$ cat src/common/watchdog_pkg.sv
// constants and types for the refresh watchdog
package watchdog_pkg;
  localparam int CLOCK_HZ = 100_000_000;
  // internal time base tick
  localparam int TICK_NS = 1000;
  localparam int TICK_CYCLES = (TICK_NS * (CLOCK_HZ / 1_000_000)) / 1000;
  // timer figures in ticks of the time base
  localparam int MAX_TIMEOUT_TICKS = 100_000;
  localparam int PROGRAM_THRESHOLD_TICKS = 10_000;
  localparam int RESET_PULSE_TICKS = 5_000;
  localparam int TIMER_WIDTH = 20;
  localparam logic [TIMER_WIDTH-1:0] TIMER_ZERO = 20'h00000;
  localparam logic [TIMER_WIDTH-1:0] TIMER_ONE = 20'h00001;
  typedef enum logic [1:0] {
    ST_RESET = 2'b00,
    ST_INIT = 2'b01,
    ST_RUN = 2'b11
  } wd_state_e;
endpackage

$ cat src/rtl/watchdog_refresh_reset.sv
// refresh watchdog driving the controller reset
// How it works
// - power-on or undervoltage reset initialises timer
// - refresh reloads timer; reload starts at max
// - every reset restores maximum reload, clears timer
// - count after reset released, refresh low
// - timeout before refresh edge gives reset pulse
// - long first pulse programs timer and reload
// - programming locked until next reset
// - only first pulse above threshold, below max
// - falling refresh resumes counting toward reload
// - short pulses only reload programmed value
// - refresh held past reload forces reset
// - inhibit high suppresses watchdog resets
`timescale 1ns/1ps
module watchdog_refresh_reset
  import watchdog_pkg::*;
#(
  parameter int TICK_DIVIDE = TICK_CYCLES,
  parameter int MAX_TICKS = MAX_TIMEOUT_TICKS,
  parameter int THRESHOLD_TICKS = PROGRAM_THRESHOLD_TICKS,
  parameter int PULSE_TICKS = RESET_PULSE_TICKS
) (
  input wire logic clock_in,
  input wire logic reset_in,
  input wire logic enable_in,
  input wire logic watchdog_refresh_line_in,
  input wire logic watchdog_inhibit_line_in,
  output logic mcu_reset_n_out,
  output logic programmed_out
);
  localparam logic [TIMER_WIDTH-1:0] MAX_T = TIMER_WIDTH'(MAX_TICKS);
  localparam logic [TIMER_WIDTH-1:0] THR_T = TIMER_WIDTH'(THRESHOLD_TICKS);
  localparam logic [TIMER_WIDTH-1:0] PUL_T = TIMER_WIDTH'(PULSE_TICKS);

  logic refresh_sync;
  logic inhibit_sync;
  logic tick;

  sync_two_ff refresh_sync_u (
    .clock_in(clock_in),
    .reset_in(reset_in),
    .enable_in(enable_in),
    .async_in(watchdog_refresh_line_in),
    .sync_out(refresh_sync)
  );
  sync_two_ff inhibit_sync_u (
    .clock_in(clock_in),
    .reset_in(reset_in),
    .enable_in(enable_in),
    .async_in(watchdog_inhibit_line_in),
    .sync_out(inhibit_sync)
  );
  tick_divider #(.DIVIDE(TICK_DIVIDE)) tick_u (
    .clock_in(clock_in),
    .reset_in(reset_in),
    .enable_in(enable_in),
    .tick_out(tick)
  );

  wd_state_e state_reg;
  wd_state_e state_next;
  logic [TIMER_WIDTH-1:0] timer_reg;
  logic [TIMER_WIDTH-1:0] timer_next;
  logic [TIMER_WIDTH-1:0] reload_value_reg;
  logic [TIMER_WIDTH-1:0] reload_value_next;
  logic [TIMER_WIDTH-1:0] width_reg;
  logic [TIMER_WIDTH-1:0] width_next;
  logic [TIMER_WIDTH-1:0] pulse_reg;
  logic [TIMER_WIDTH-1:0] pulse_next;
  logic refresh_prev_reg;
  logic refresh_prev_next;
  logic locked_reg;
  logic locked_next;
  logic reset_n_next;
  logic rise;
  logic fall;
  logic fire;

  always_comb begin
    rise = refresh_sync & ~refresh_prev_reg;
    fall = ~refresh_sync & refresh_prev_reg;
    state_next = state_reg;
    timer_next = timer_reg;
    reload_value_next = reload_value_reg;
    width_next = width_reg;
    pulse_next = pulse_reg;
    refresh_prev_next = refresh_prev_reg;
    locked_next = locked_reg;
    reset_n_next = mcu_reset_n_out;
    fire = 1'b0;
    if (enable_in) begin
      refresh_prev_next = refresh_sync;
      unique case (state_reg)
        ST_RESET: begin
          // reset pulse output low; reload at maximum, timer cleared to zero
          reset_n_next = 1'b0;
          reload_value_next = MAX_T;
          timer_next = TIMER_ZERO;
          locked_next = 1'b0;
          width_next = TIMER_ZERO;
          if (tick) begin
            if (pulse_reg >= PUL_T - TIMER_ONE) begin
              state_next = ST_INIT;
              reset_n_next = 1'b1;
              pulse_next = TIMER_ZERO;
            end else begin
              pulse_next = pulse_reg + TIMER_ONE;
            end
          end
        end
        default: begin
          // ST_INIT before a programming pulse, ST_RUN after
          if (rise) begin
            timer_next = TIMER_ZERO;
            width_next = TIMER_ZERO;
          end else if (fall) begin
            timer_next = TIMER_ZERO;
            if (!locked_reg && width_reg > THR_T &&
                width_reg < MAX_T) begin
              reload_value_next = width_reg;
              locked_next = 1'b1;
              state_next = ST_RUN;
            end
          end else if (tick) begin
            if (refresh_sync) begin
              width_next = width_reg + TIMER_ONE;
              // held high past the reload time
              if (width_reg + TIMER_ONE >= reload_value_reg) begin
                fire = 1'b1;
                width_next = TIMER_ZERO;
              end
            end else begin
              timer_next = timer_reg + TIMER_ONE;
              if (timer_reg + TIMER_ONE >= reload_value_reg) begin
                fire = 1'b1;
                timer_next = TIMER_ZERO;
              end
            end
          end
          if (fire && !inhibit_sync) begin
            state_next = ST_RESET;
            reset_n_next = 1'b0;
            reload_value_next = MAX_T;
            timer_next = TIMER_ZERO;
            pulse_next = TIMER_ZERO;
          end
        end
      endcase
    end
  end

  always_ff @(posedge clock_in or posedge reset_in) begin
    if (reset_in) begin
      state_reg <= ST_RESET;
      timer_reg <= TIMER_ZERO;
      reload_value_reg <= MAX_T;
      width_reg <= TIMER_ZERO;
      pulse_reg <= TIMER_ZERO;
      refresh_prev_reg <= 1'b0;
      locked_reg <= 1'b0;
      mcu_reset_n_out <= 1'b0;
      programmed_out <= 1'b0;
    end else begin
      state_reg <= state_next;
      timer_reg <= timer_next;
      reload_value_reg <= reload_value_next;
      width_reg <= width_next;
      pulse_reg <= pulse_next;
      refresh_prev_reg <= refresh_prev_next;
      locked_reg <= locked_next;
      mcu_reset_n_out <= reset_n_next;
      programmed_out <= locked_next;
    end
  end
endmodule

$ cat src/rtl/sync_two_ff.sv
// two flip-flop synchroniser for one pin
`timescale 1ns/1ps
module sync_two_ff (
  input wire logic clock_in,
  input wire logic reset_in,
  input wire logic enable_in,
  input wire logic async_in,
  output logic sync_out
);
  logic first_reg;
  logic first_next;
  logic second_next;
  always_comb begin
    first_next = enable_in ? async_in : first_reg;
    second_next = enable_in ? first_reg : sync_out;
  end
  always_ff @(posedge clock_in or posedge reset_in) begin
    if (reset_in) begin
      first_reg <= 1'b0;
      sync_out <= 1'b0;
    end else begin
      first_reg <= first_next;
      sync_out <= second_next;
    end
  end
endmodule

$ cat src/rtl/tick_divider.sv
// time base tick generator
`timescale 1ns/1ps
module tick_divider #(
  parameter int DIVIDE = 100
) (
  input wire logic clock_in,
  input wire logic reset_in,
  input wire logic enable_in,
  output logic tick_out
);
  localparam int CW = (DIVIDE > 1) ? $clog2(DIVIDE) : 1;
  localparam logic [CW-1:0] LAST = CW'(DIVIDE - 1);
  logic [CW-1:0] count_reg;
  logic [CW-1:0] count_next;
  logic tick_next;
  always_comb begin
    count_next = count_reg;
    tick_next = 1'b0;
    if (enable_in) begin
      if (count_reg == LAST) begin
        count_next = '0;
        tick_next = 1'b1;
      end else begin
        count_next = count_reg + CW'(1);
      end
    end else begin
      tick_next = tick_out;
    end
  end
  always_ff @(posedge clock_in or posedge reset_in) begin
    if (reset_in) begin
      count_reg <= '0;
      tick_out <= 1'b0;
    end else begin
      count_reg <= count_next;
      tick_out <= tick_next;
    end
  end
endmodule

$ cat config.mk
export PLATFORM = sky130hd
export DESIGN_NAME = watchdog_refresh_reset
export DESIGN_NICKNAME = d
export VERILOG_FILES = /design/src/common/watchdog_pkg.sv /design/src/rtl/watchdog_refresh_reset.sv /design/src/rtl/sync_two_ff.sv /design/src/rtl/tick_divider.sv
export SDC_FILE = /design/constraint.sdc
export NUM_CORES = 1
export LEC_CHECK = 0
export ABC_AREA = 0
export ABC_CLOCK_PERIOD_IN_PS = 10200
export BUFFER_PORTS_ARGS = -buffer_cell sky130_fd_sc_hd__buf_2
export CORE_MARGIN = 5
export CORE_UTILIZATION = 48
export DETAILED_ROUTE_END_ITERATION = 6
export PLACE_DENSITY = 0.7
export SLEW_MARGIN = 20
export SYNTH_ARGS = -nofsm -noshare
export SYNTH_HDL_FRONTEND = slang
export SYNTH_SLANG_ARGS = --single-unit
$ cat constraint.sdc
create_clock -name clock_in -period 10.2 [get_ports clock_in]
set_input_delay 1.02 -clock clock_in [delete_from_list [all_inputs] [get_ports clock_in]]
set_output_delay 1.02 -clock clock_in [all_outputs]
set_load 0.02 [all_outputs]
---- Word-level counts from Yosys, hierarchy flattened ----
Index checks and enable logic that the tools add are counted.
storage, ports and cells
  register bits after elaboration ......... 97
  bits of input ports ..................... 5
  output and inout bits ................... 2
  logic and storage cells ................. 102
operators by class
  add/subtract/negate cells ............... 4
  order comparisons ....................... 5
  eq/ne operators ......................... 7
  multiplexer cells ....................... 47
  bitwise gates (word level) .............. 4
  reductions and logical operators ........ 21
operators with widths
  operator                 count
  $mux W20                 22
  $add A20 B1 Y20 const B  3
  $ge A20 B20 Y1           2
  $ge A20 B13 Y1 const B   1
  $gt A20 B14 Y1 const B   1
  $lt A20 B17 Y1 const B   1
  $mux W1                  17
  $mux W2                  7
  $reduce_and A4 Y1        3
  $reduce_bool A3 Y1       4
  $add A7 B1 Y7 const B    1
  $eq A7 B7 Y1 const B     1
  $mux W7                  1
  $reduce_and A3 Y1        2
  $reduce_and A6 Y1        1
  $reduce_bool A2 Y1       3
  $ne A5 B5 Y1 const B     1
  $reduce_bool A5 Y1       1
  $ne A2 B1 Y1 const B     2
  $logic_and A1 B1 Y1      3
  $ne A3 B1 Y1 const B     1
  $ne A3 B2 Y1 const B     1
  $and A1 B1 Y1            2
  $logic_not A1 Y1         2
  4 further kinds          5

---- Depth between registers and ports, before layout ----
Gate-level depths: netlist (run 1).
  word-level depth ........................ 12
  mapped depth ............................ 17

---- Modules after synthesis ----
A second synthesis (run 1) with hierarchy kept.
second synthesis, totals
  cells, all modules ...................... 645
  area, all modules ....................... 5,999.5 µm²
by module, submodules not included
  module                  instances  cells each  area each (µm²)  sequential area each (µm²)
  watchdog_refresh_reset  1          599         5,435.2          2,134.5
  tick_divider            1          36          411.6            200.2
  sync_two_ff             2          5           76.3             50.0

---- Least setup slack after synthesis (run 1) ----
Ideal clock, no wire load.
  kind .................................... reg-to-reg
  from .................................... reg width_reg[2]
  to ...................................... reg reload_value_reg[15]
  library setup time ...................... 0.080 ns
  data arrival time ....................... 3.727 ns
  setup slack ............................. 6.393 ns
  stages on the path, launching flop included .. 17
  path buffers ............................ 2
  cells stage by stage .................... dfrtp_1 nand3_1 nor4_1 nand2_1 nor2_1 nand3_1 xnor2_1 ha_1 nand4_1 a211oi_1 a2111oi_2 o211ai_1 and3_1 clkbuf_1 o31a_1 buf_2 o22a_1
between the ends
  word-level cells in the longest chain between the ends .. 12
RTL lines
  item                                                            RTL line                       source
  start: declaration                                              watchdog_refresh_reset.sv:67   logic [TIMER_WIDTH-1:0] width_reg;
  start signal: assignment                                        watchdog_refresh_reset.sv:168  width_reg <= width_next;
  $add A20 B1 Y20                                                 watchdog_refresh_reset.sv:129  if (width_reg + TIMER_ONE >= reload_value_reg) begin
  $ge A20 B20 Y1                                                  watchdog_refresh_reset.sv:129
  $mux W1                                                         watchdog_refresh_reset.sv:129
  $mux W1                                                         watchdog_refresh_reset.sv:126  if (refresh_sync) begin
  $mux W1                                                         watchdog_refresh_reset.sv:125  end else if (tick) begin
  $mux W1                                                         watchdog_refresh_reset.sv:117  end else if (fall) begin
  $mux W1                                                         watchdog_refresh_reset.sv:114  if (rise) begin
  $mux W1                                                         watchdog_refresh_reset.sv:94   unique case (state_reg)
  $mux W1                                                         watchdog_refresh_reset.sv:92   if (enable_in) begin
  $logic_and A1 B1 Y1                                             watchdog_refresh_reset.sv:141  if (fire && !inhibit_sync) begin
  $ne A3 B1 Y1 (no line), or another cell as far along            n/a
  $reduce_and A4 Y1 (no line) / $mux W20 (equally long branches)  n/a
  end signal: assignment                                          watchdog_refresh_reset.sv:167  reload_value_reg <= reload_value_next;
  end: declaration                                                watchdog_refresh_reset.sv:65   logic [TIMER_WIDTH-1:0] reload_value_reg;
Several ways; a longest one is shown, not always the timed one. The select of a mux whose other input is x is not followed.
A chain may end at the register's enable or synchronous reset.

---- Final worst setup path (run 1) ----
  from .................................... reg width_reg[2]
  to ...................................... reg timer_reg[18]
between the ends
  word-level cells in the longest chain between the ends .. 12
RTL lines
  item                                                            RTL line                       source
  $add A20 B1 Y20 *                                               watchdog_refresh_reset.sv:129
  $ge A20 B20 Y1 *                                                watchdog_refresh_reset.sv:129
  $mux W1 *                                                       watchdog_refresh_reset.sv:129
  $mux W1 *                                                       watchdog_refresh_reset.sv:126
  $mux W1 *                                                       watchdog_refresh_reset.sv:125
  $mux W1 *                                                       watchdog_refresh_reset.sv:117
  $mux W1 *                                                       watchdog_refresh_reset.sv:114
  $mux W1 *                                                       watchdog_refresh_reset.sv:94
  $mux W1 *                                                       watchdog_refresh_reset.sv:92
  $logic_and A1 B1 Y1 *                                           watchdog_refresh_reset.sv:141
  $ne A5 B5 Y1 (no line), or another cell as far along            n/a
  $reduce_and A3 Y1 (no line) / $mux W20 (equally long branches)  n/a
  end signal: assignment                                          watchdog_refresh_reset.sv:166  timer_reg <= timer_next;
  end: declaration                                                watchdog_refresh_reset.sv:63   logic [TIMER_WIDTH-1:0] timer_reg;
Mark *: on every way between the ends. The rest lies on a longest branch, timed or not. The select of a mux whose other input is x is not followed.

==> out/metrics.cfg, run 1 <==
[run_status]
run_status = completed

[die]
core-area_mm2 = 0.01206
die_y_um = 121.0
initial_utilization_pct = 49.01
die_area_mm2 = 0.01464
row_count = 40
io_pins = 7
die_w_um = 121.0

[routing]
wl_per_cell_um = 15.62
drcViolationCount = 0
drtIter0Drc = 399
ant_nets = 0
drtPass1Iterations = 5
drt-total-wl_um = 12820
num_vias = 4818
viasPerCell = 5.868

[pwr]
pwr-share-comb_pct = 15.7
intPower_mw = 0.6601
irDropWorstVdd_uv = 105.5
p_per_area_mw_per_mm2 = 143.4
p_leak_nw = 2.906
seqPwrFrac_pct = 49.3
p_switching_mw = 0.2623
clockPowerShare_pct = 34.9
p_sw_share_pct = 28.44

[timing]
hold_viol = 0
rsz0062_at_grt = no
tns_ns = 0
setup_ws_ns = 5.377
worst_slew_pin_slew_ns = 1.074
fin_crit_ns = 4.823
setup_viol = 0
post-route-period-util_pct = 47.29
drv_slew = 0
relSlewSlack_pct = 27.94
max_freq_mhz = 207.3
fin_skew_ns = 0.004829

[yosys]
synth_nets = 696
syn_avg_cell_area_um2 = 9.180
synthAdderAreaFrac_pct = 9.947
synth-simple-area-share_pct = 17.84
synth_edf_count = 0
synth_flop_cell = dfrtp_1
postSynth.asyncResetShare_pct = 100.0
ys_seq_area_share_pct = 41.19
yosys_warnings = 0
synth_top_family_by_area = compound AO/OA/AOI/OAI gates
synthMuxAreaShare_pct = 0.9312
synth.distinct_cells = 57
synth_compound_area_share_pct = 20.57
synth-xor-area-share_pct = 5.778
ys_seq_elements = 97
synth_area_mm2 = 0.005912
syn_inst = 644

[place]
dp_slack_ns = 5.434
io_buffer_count = 6
place.gp.congestion = 0.8956
dpl.hpwl_um = 9303

[finish]
fill_cells = 1106
layout_commonest_cell = dfrtp_1
synthToLayoutAreaGrowth_pct = 8.783
finish.net_count = 701
final_cell_mix = 91 x dfrtp_1, 65 x nand2_1, 56 x o21ai_0, 47 x nor2_1, 47 x ha_1
n_antenna_cell = 0
final_util_pct = 53.32
register_area_mm2 = 0.002435
multi_input_area_mm2 = 0.003262
drive_gt1_share_pct = 7.963

[cts]
ctsResizeCount = 0
cts_tree = done
clk_latency_ns = 0.34
htree_levels = 3
ctsHoldBuffers = 0
cts.sinks = 97
cts_max_path_buffers = 2
cts_root_buf = clkbuf_16
cts_made_buffers = 9
post_cts_buffers = 0
clk_pin_slew_ns = 0.06

[grt]
grt_pass1_wl_um = 22340
grt.overflow.total = 0
antenna_found_initial = 0
grt_max_degree = 85
grt_pass1_vias = 4699
gr-usage-all-layers_pct = 18.65

[worst_hold_path]
min_path_type = reg -> reg

[worst_setup_path]
max_stage_delay_ns = 0.87
crit_chain = nand3_1 > nor4_1 > nand2_1 > nor2_1 > nand3_1 > xnor2_1 > ha_1 > nand4_1 > a211oi_1 > a2111oi_2 > o211ai_1 > and3_1 > o31ai_2 > a22o_1
critical_path_class = reg -> reg
crit_top_cell = nand3_1
required_ns = 10.48
cpMaxStageDelayCell = o31ai_2
endpoint_kind = flop
crit_arrival_ns = 5.10
startpoint_type = flop
cp_max_fo = 14

[run]
maxCapViolCount = 0

[metal layers]
metal | GRT usage (%) | part of all wire (%)
met5 | 0 | 0
met4 | 5.949 | 1.4
met3 | 3.124 | 3.2
met2 | 30.43 | 48
met1 | 25.34 | 48
[cell families after synthesis]
| group | count (synthesis) |
|---|---|
| simple gates | 218 |
| compound gates | 181 |
| flops | 97 |
| buf+inv | 57 |
| fa+ha+maj | 47 |
| xor+xnor | 39 |
| mux | 5 |
[synth_stat cells (all sizes together), types with 4 or more instances]
cell / count / area share, %
inv: 35 / 2.2
nand4: 15 / 1.6
xor2: 15 / 2.2
dfstp: 6 / 2.7
a21o: 7 / 0.89
ha: 47 / 9.9
a31oi: 6 / 0.63
o21ai: 66 / 5.6
buf: 6 / 0.51
dfrtp: 91 / 39
o21a: 10 / 1.3
a21oi: 23 / 1.9
nand3: 30 / 2.5
xnor2: 24 / 3.6
nor2: 47 / 3.0
mux2: 4 / 0.76
nor4: 12 / 1.4
nor2b: 5 / 0.53
and3: 13 / 1.4
nand2: 65 / 4.1
o22a: 6 / 0.89
a211oi: 9 / 1.1
a22o: 19 / 2.8
clkbuf: 16 / 1.0
o22ai: 4 / 0.42
nand2b: 6 / 0.63
o31ai: 10 / 1.4
nor3: 11 / 0.93
[critical path, delay by kind of cell, from the launching register on]
kind,cells,cell delay (ns)
xor+xnor,1,0.16
compound gates,5,1.84
fa+ha+maj,1,0.28
simple gates,7,2.02
flops,1,0.46
[final timing paths]
path | from | cells after the start | to | slack, ns
min | refresh_sync_u.first_reg$_DFFE_PP0P_ | 2 | refresh_sync_u.sync_out$_DFFE_PP0P_ | 0.49
max in group asynchronous | reset_in | 3 | tick_u.count_reg[2]$_DFFE_PP0P_ | 8.63
max reg2reg | width_reg[2]$_DFFE_PP0P_ | 14 | timer_reg[18]$_DFFE_PP0P_ | 5.38
max | width_reg[2]$_DFFE_PP0P_ | 14 | timer_reg[18]$_DFFE_PP0P_ | 5.38
min in group asynchronous | reset_in | 2 | timer_reg[6]$_DFFE_PP0P_ | 0.59
min reg2reg | refresh_sync_u.first_reg$_DFFE_PP0P_ | 2 | refresh_sync_u.sync_out$_DFFE_PP0P_ | 0.49
[power groups by stage]
stage,logic (mW),registers [mW],clock network [mW]
final,0.145,0.455,0.322
after CTS,0.147,0.454,0.329
after global placement,0.140,0.459,0
after floorplan,0.113,0.451,0
after global routing,0.168,0.461,0.346
after detailed placement,0.146,0.461,0
[final cells by class]
class                      count  share of cell area (%)
clock buffer                  12                   4.144
clock inverter                 3                  0.2335
inverter                      35                   2.082
multi-input combinational    490                   50.72
sequential                    97                   37.86
tap                          168                   3.268
timing repair buffer          16                   1.693
[metrics by stage]
stage / total power [mW] / std cells / hold WS, ns / instance area, µm²
after floorplan: 0.5641 / 644 / 0.4492 / 5912
after global placement: 0.5989 / 806 / 0.4633 / 6146
after detailed placement: 0.6074 / 806 / 0.4808 / 6146
after CTS: 0.9312 / 821 / 0.4958 / 6427
after global routing: 0.9748 / 821 / 0.5263 / 6431
final: 0.9224 / 821 / 0.4929 / 6431
Power figures use the tool's default switching activity.
==> run 2, diff against run 1 <==
--- a/config.mk
+++ b/config.mk
@@ -6,7 +6,7 @@
 export NUM_CORES = 1
 export LEC_CHECK = 0
 export ABC_AREA = 0
-export ABC_CLOCK_PERIOD_IN_PS = 10200
+export ABC_CLOCK_PERIOD_IN_PS = 4500
 export BUFFER_PORTS_ARGS = -buffer_cell sky130_fd_sc_hd__buf_2
 export CORE_MARGIN = 5
 export CORE_UTILIZATION = 48
==> constraint.sdc (replaced) <==
create_clock -name clock_in -period 4.5 [get_ports clock_in]
set_input_delay 0.45 -clock clock_in [delete_from_list [all_inputs] [get_ports clock_in]]
set_output_delay 0.45 -clock clock_in [all_outputs]
set_load 0.02 [all_outputs]
==> run 2 against run 1 <==
- critical path depth grew 1
- sequential share of layout area fell by 0.39 points
- via count grew 0.52%
- power up 140%
- wire length increased by 1.4%
- worst hold slack worse by 0.26 ns
- setup slack lost 4.9 ns
- global-route usage up 0.056 points
- largest power group unchanged
==> out/metrics.cfg, run 2 (synthesis gave the netlist of run 1 again) <==
[run_status]
run_status = completed

[routing]
drcViolationCount = 0
viasPerCell = 5.856
ant_nets = 0
wl_per_cell_um = 15.72
num_vias = 4843
drtIter0Drc = 337
drtPass1Iterations = 4
drt-total-wl_um = 13000

[die]
row_count = 40
io_pins = 7
initial_utilization_pct = 49.01
core-area_mm2 = 0.01206
die_area_mm2 = 0.01464
die_w_um = 121.0
die_y_um = 121.0

[timing]
setup_ws_ns = 0.4945
fin_skew_ns = 0.006524
post-route-period-util_pct = 89.01
max_freq_mhz = 249.7
relSlewSlack_pct = 45.06
worst_slew_pin_slew_ns = 0.8210
setup_viol = 0
drv_slew = 0
tns_ns = 0
rsz0062_at_grt = no
fin_crit_ns = 4.006
hold_viol = 0

[finish]
finish.net_count = 706
final_cell_mix = 91 x dfrtp_1, 65 x nand2_1, 56 x o21ai_0, 47 x nor2_1, 47 x ha_1
finalNonFillerCells = 827
n_antenna_cell = 0
drive_gt1_share_pct = 8.649
synthToLayoutAreaGrowth_pct = 9.905
final_util_pct = 53.87
layout_commonest_cell = dfrtp_1

[worst_setup_path]
required_ns = 4.77
path_buf_inv = 1
max_stage_delay_ns = 0.49
startpoint_type = flop
cpMaxStageDelayCell = o31a_2
crit_arrival_ns = 4.27
critPathTopFamily = compound AO/OA/AOI/OAI gates
critical_path_class = reg -> reg
reg2reg_from = width_reg[2]$_DFFE_PP0P_
crit_top_cell = nand3_1
startpoint = width_reg[2]$_DFFE_PP0P_
endpoint_kind = flop
cp_max_fo = 20
crit_chain = nand3_1 > nor4_1 > buf_4 > nand2_1 > nor2_1 > nand3_1 > xnor2_1 > ha_1 > nand4_1 > a211oi_1 > a2111oi_2 > o211ai_1 > and3_1 > o31a_2 > o22a_1

[place]
place.gp.congestion = 0.8643
dpl.hpwl_um = 9440
dp_slack_ns = 0.4338
io_buffer_count = 6
dpl.cell_count = 811

[cts]
clk_latency_ns = 0.34
ctsResizeCount = 0
cts_root_buf = clkbuf_16
cts_made_buffers = 9
clk_pin_slew_ns = 0.07
ctsHoldBuffers = 0
cts_max_path_buffers = 2
htree_levels = 3
cts.sinks = 97
cts_tree = done
post_cts_buffers = 0

[run]
maxCapViolCount = 0

[pwr]
intPower_mw = 1.570
p_per_area_mw_per_mm2 = 336.3
pwr-share-comb_pct = 15.3
clockPowerShare_pct = 37.5
irDropWorstVdd_uv = 278.2
p_leak_nw = 2.932
seqPwrFrac_pct = 47.2
p_sw_share_pct = 28.13
p_switching_mw = 0.6147

[grt]
gr-usage-all-layers_pct = 18.71
grt_pass1_vias = 4481
grt_pass1_wl_um = 22240
grt.overflow.total = 0
grt_max_degree = 59
antenna_found_initial = 0

[worst_hold_path]
min_path_type = in -> async

[run 2: cell count changes in the layout (fill, tap and decap cells not counted), sizes merged]
cell      change
clkinvlp      +2
bufinv        +2
clkinv        -2
buf           +5
clkbuf        -1
[run 2: area by class of cell]
type | instances | area [µm²]
Fill cell | 1088 | 5564
Sequential cell | 97 | 2435
Timing Repair Buffer | 21 | 142.6
Clock inverter | 5 | 80.08
Clock buffer | 11 | 232.7
Inverter | 35 | 133.9
Multi-Input combinational cell | 490 | 3263
Tap cell | 168 | 210.2
[run 2: final timing paths]
kind                                                         to  slack [ns]  depth (start not counted)
max                             reload_value_reg[7]$_DFFE_PP1P_        0.49                         15
min                                    timer_reg[7]$_DFFE_PP0P_        0.24                          2
max reg2reg                     reload_value_reg[7]$_DFFE_PP1P_        0.49                         15
min reg2reg                 refresh_sync_u.sync_out$_DFFE_PP0P_        0.48                          2
max in group asynchronous      reload_value_reg[10]$_DFFE_PP1P_        3.29                          3
min in group clock_in      refresh_sync_u.first_reg$_DFFE_PP0P_        0.34                          2
[run 2: power groups by stage]
| stage | sequential, mW | combinational, mW | clock, mW |
|---|---|---|---|
| 2_1_floorplan | 1.02 | 0.256 | 0 |
| 3_3_place_gp | 1.04 | 0.323 | 0 |
| 3_5_place_dp | 1.04 | 0.336 | 0 |
| 4_1_cts | 1.03 | 0.337 | 0.840 |
| 5_1_grt | 1.05 | 0.385 | 0.882 |
| 6_report | 1.03 | 0.334 | 0.819 |
[run 2: metal layers]
layer,global-route usage [%],vias to the layer above,part of all wire (%)
li1,-,2358,-
met1,27.42,2361,49
met2,28.45,107,46
met3,3.310,17,3.1
met4,5.170,0,1.4
met5,0,-,0
[run 2: per-stage QoR]
| step | power [mW] | hold slack, ns | instance area (µm²) |
|---|---|---|---|
| 2_1_floorplan | 1.279 | 0.4492 | 5912 |
| 3_3_place_gp | 1.363 | 0.4604 | 6183 |
| 3_5_place_dp | 1.380 | 0.4740 | 6183 |
| 4_1_cts | 2.209 | 0.2590 | 6496 |
| 5_1_grt | 2.313 | 0.3052 | 6497 |
| 6_report | 2.185 | 0.2358 | 6497 |
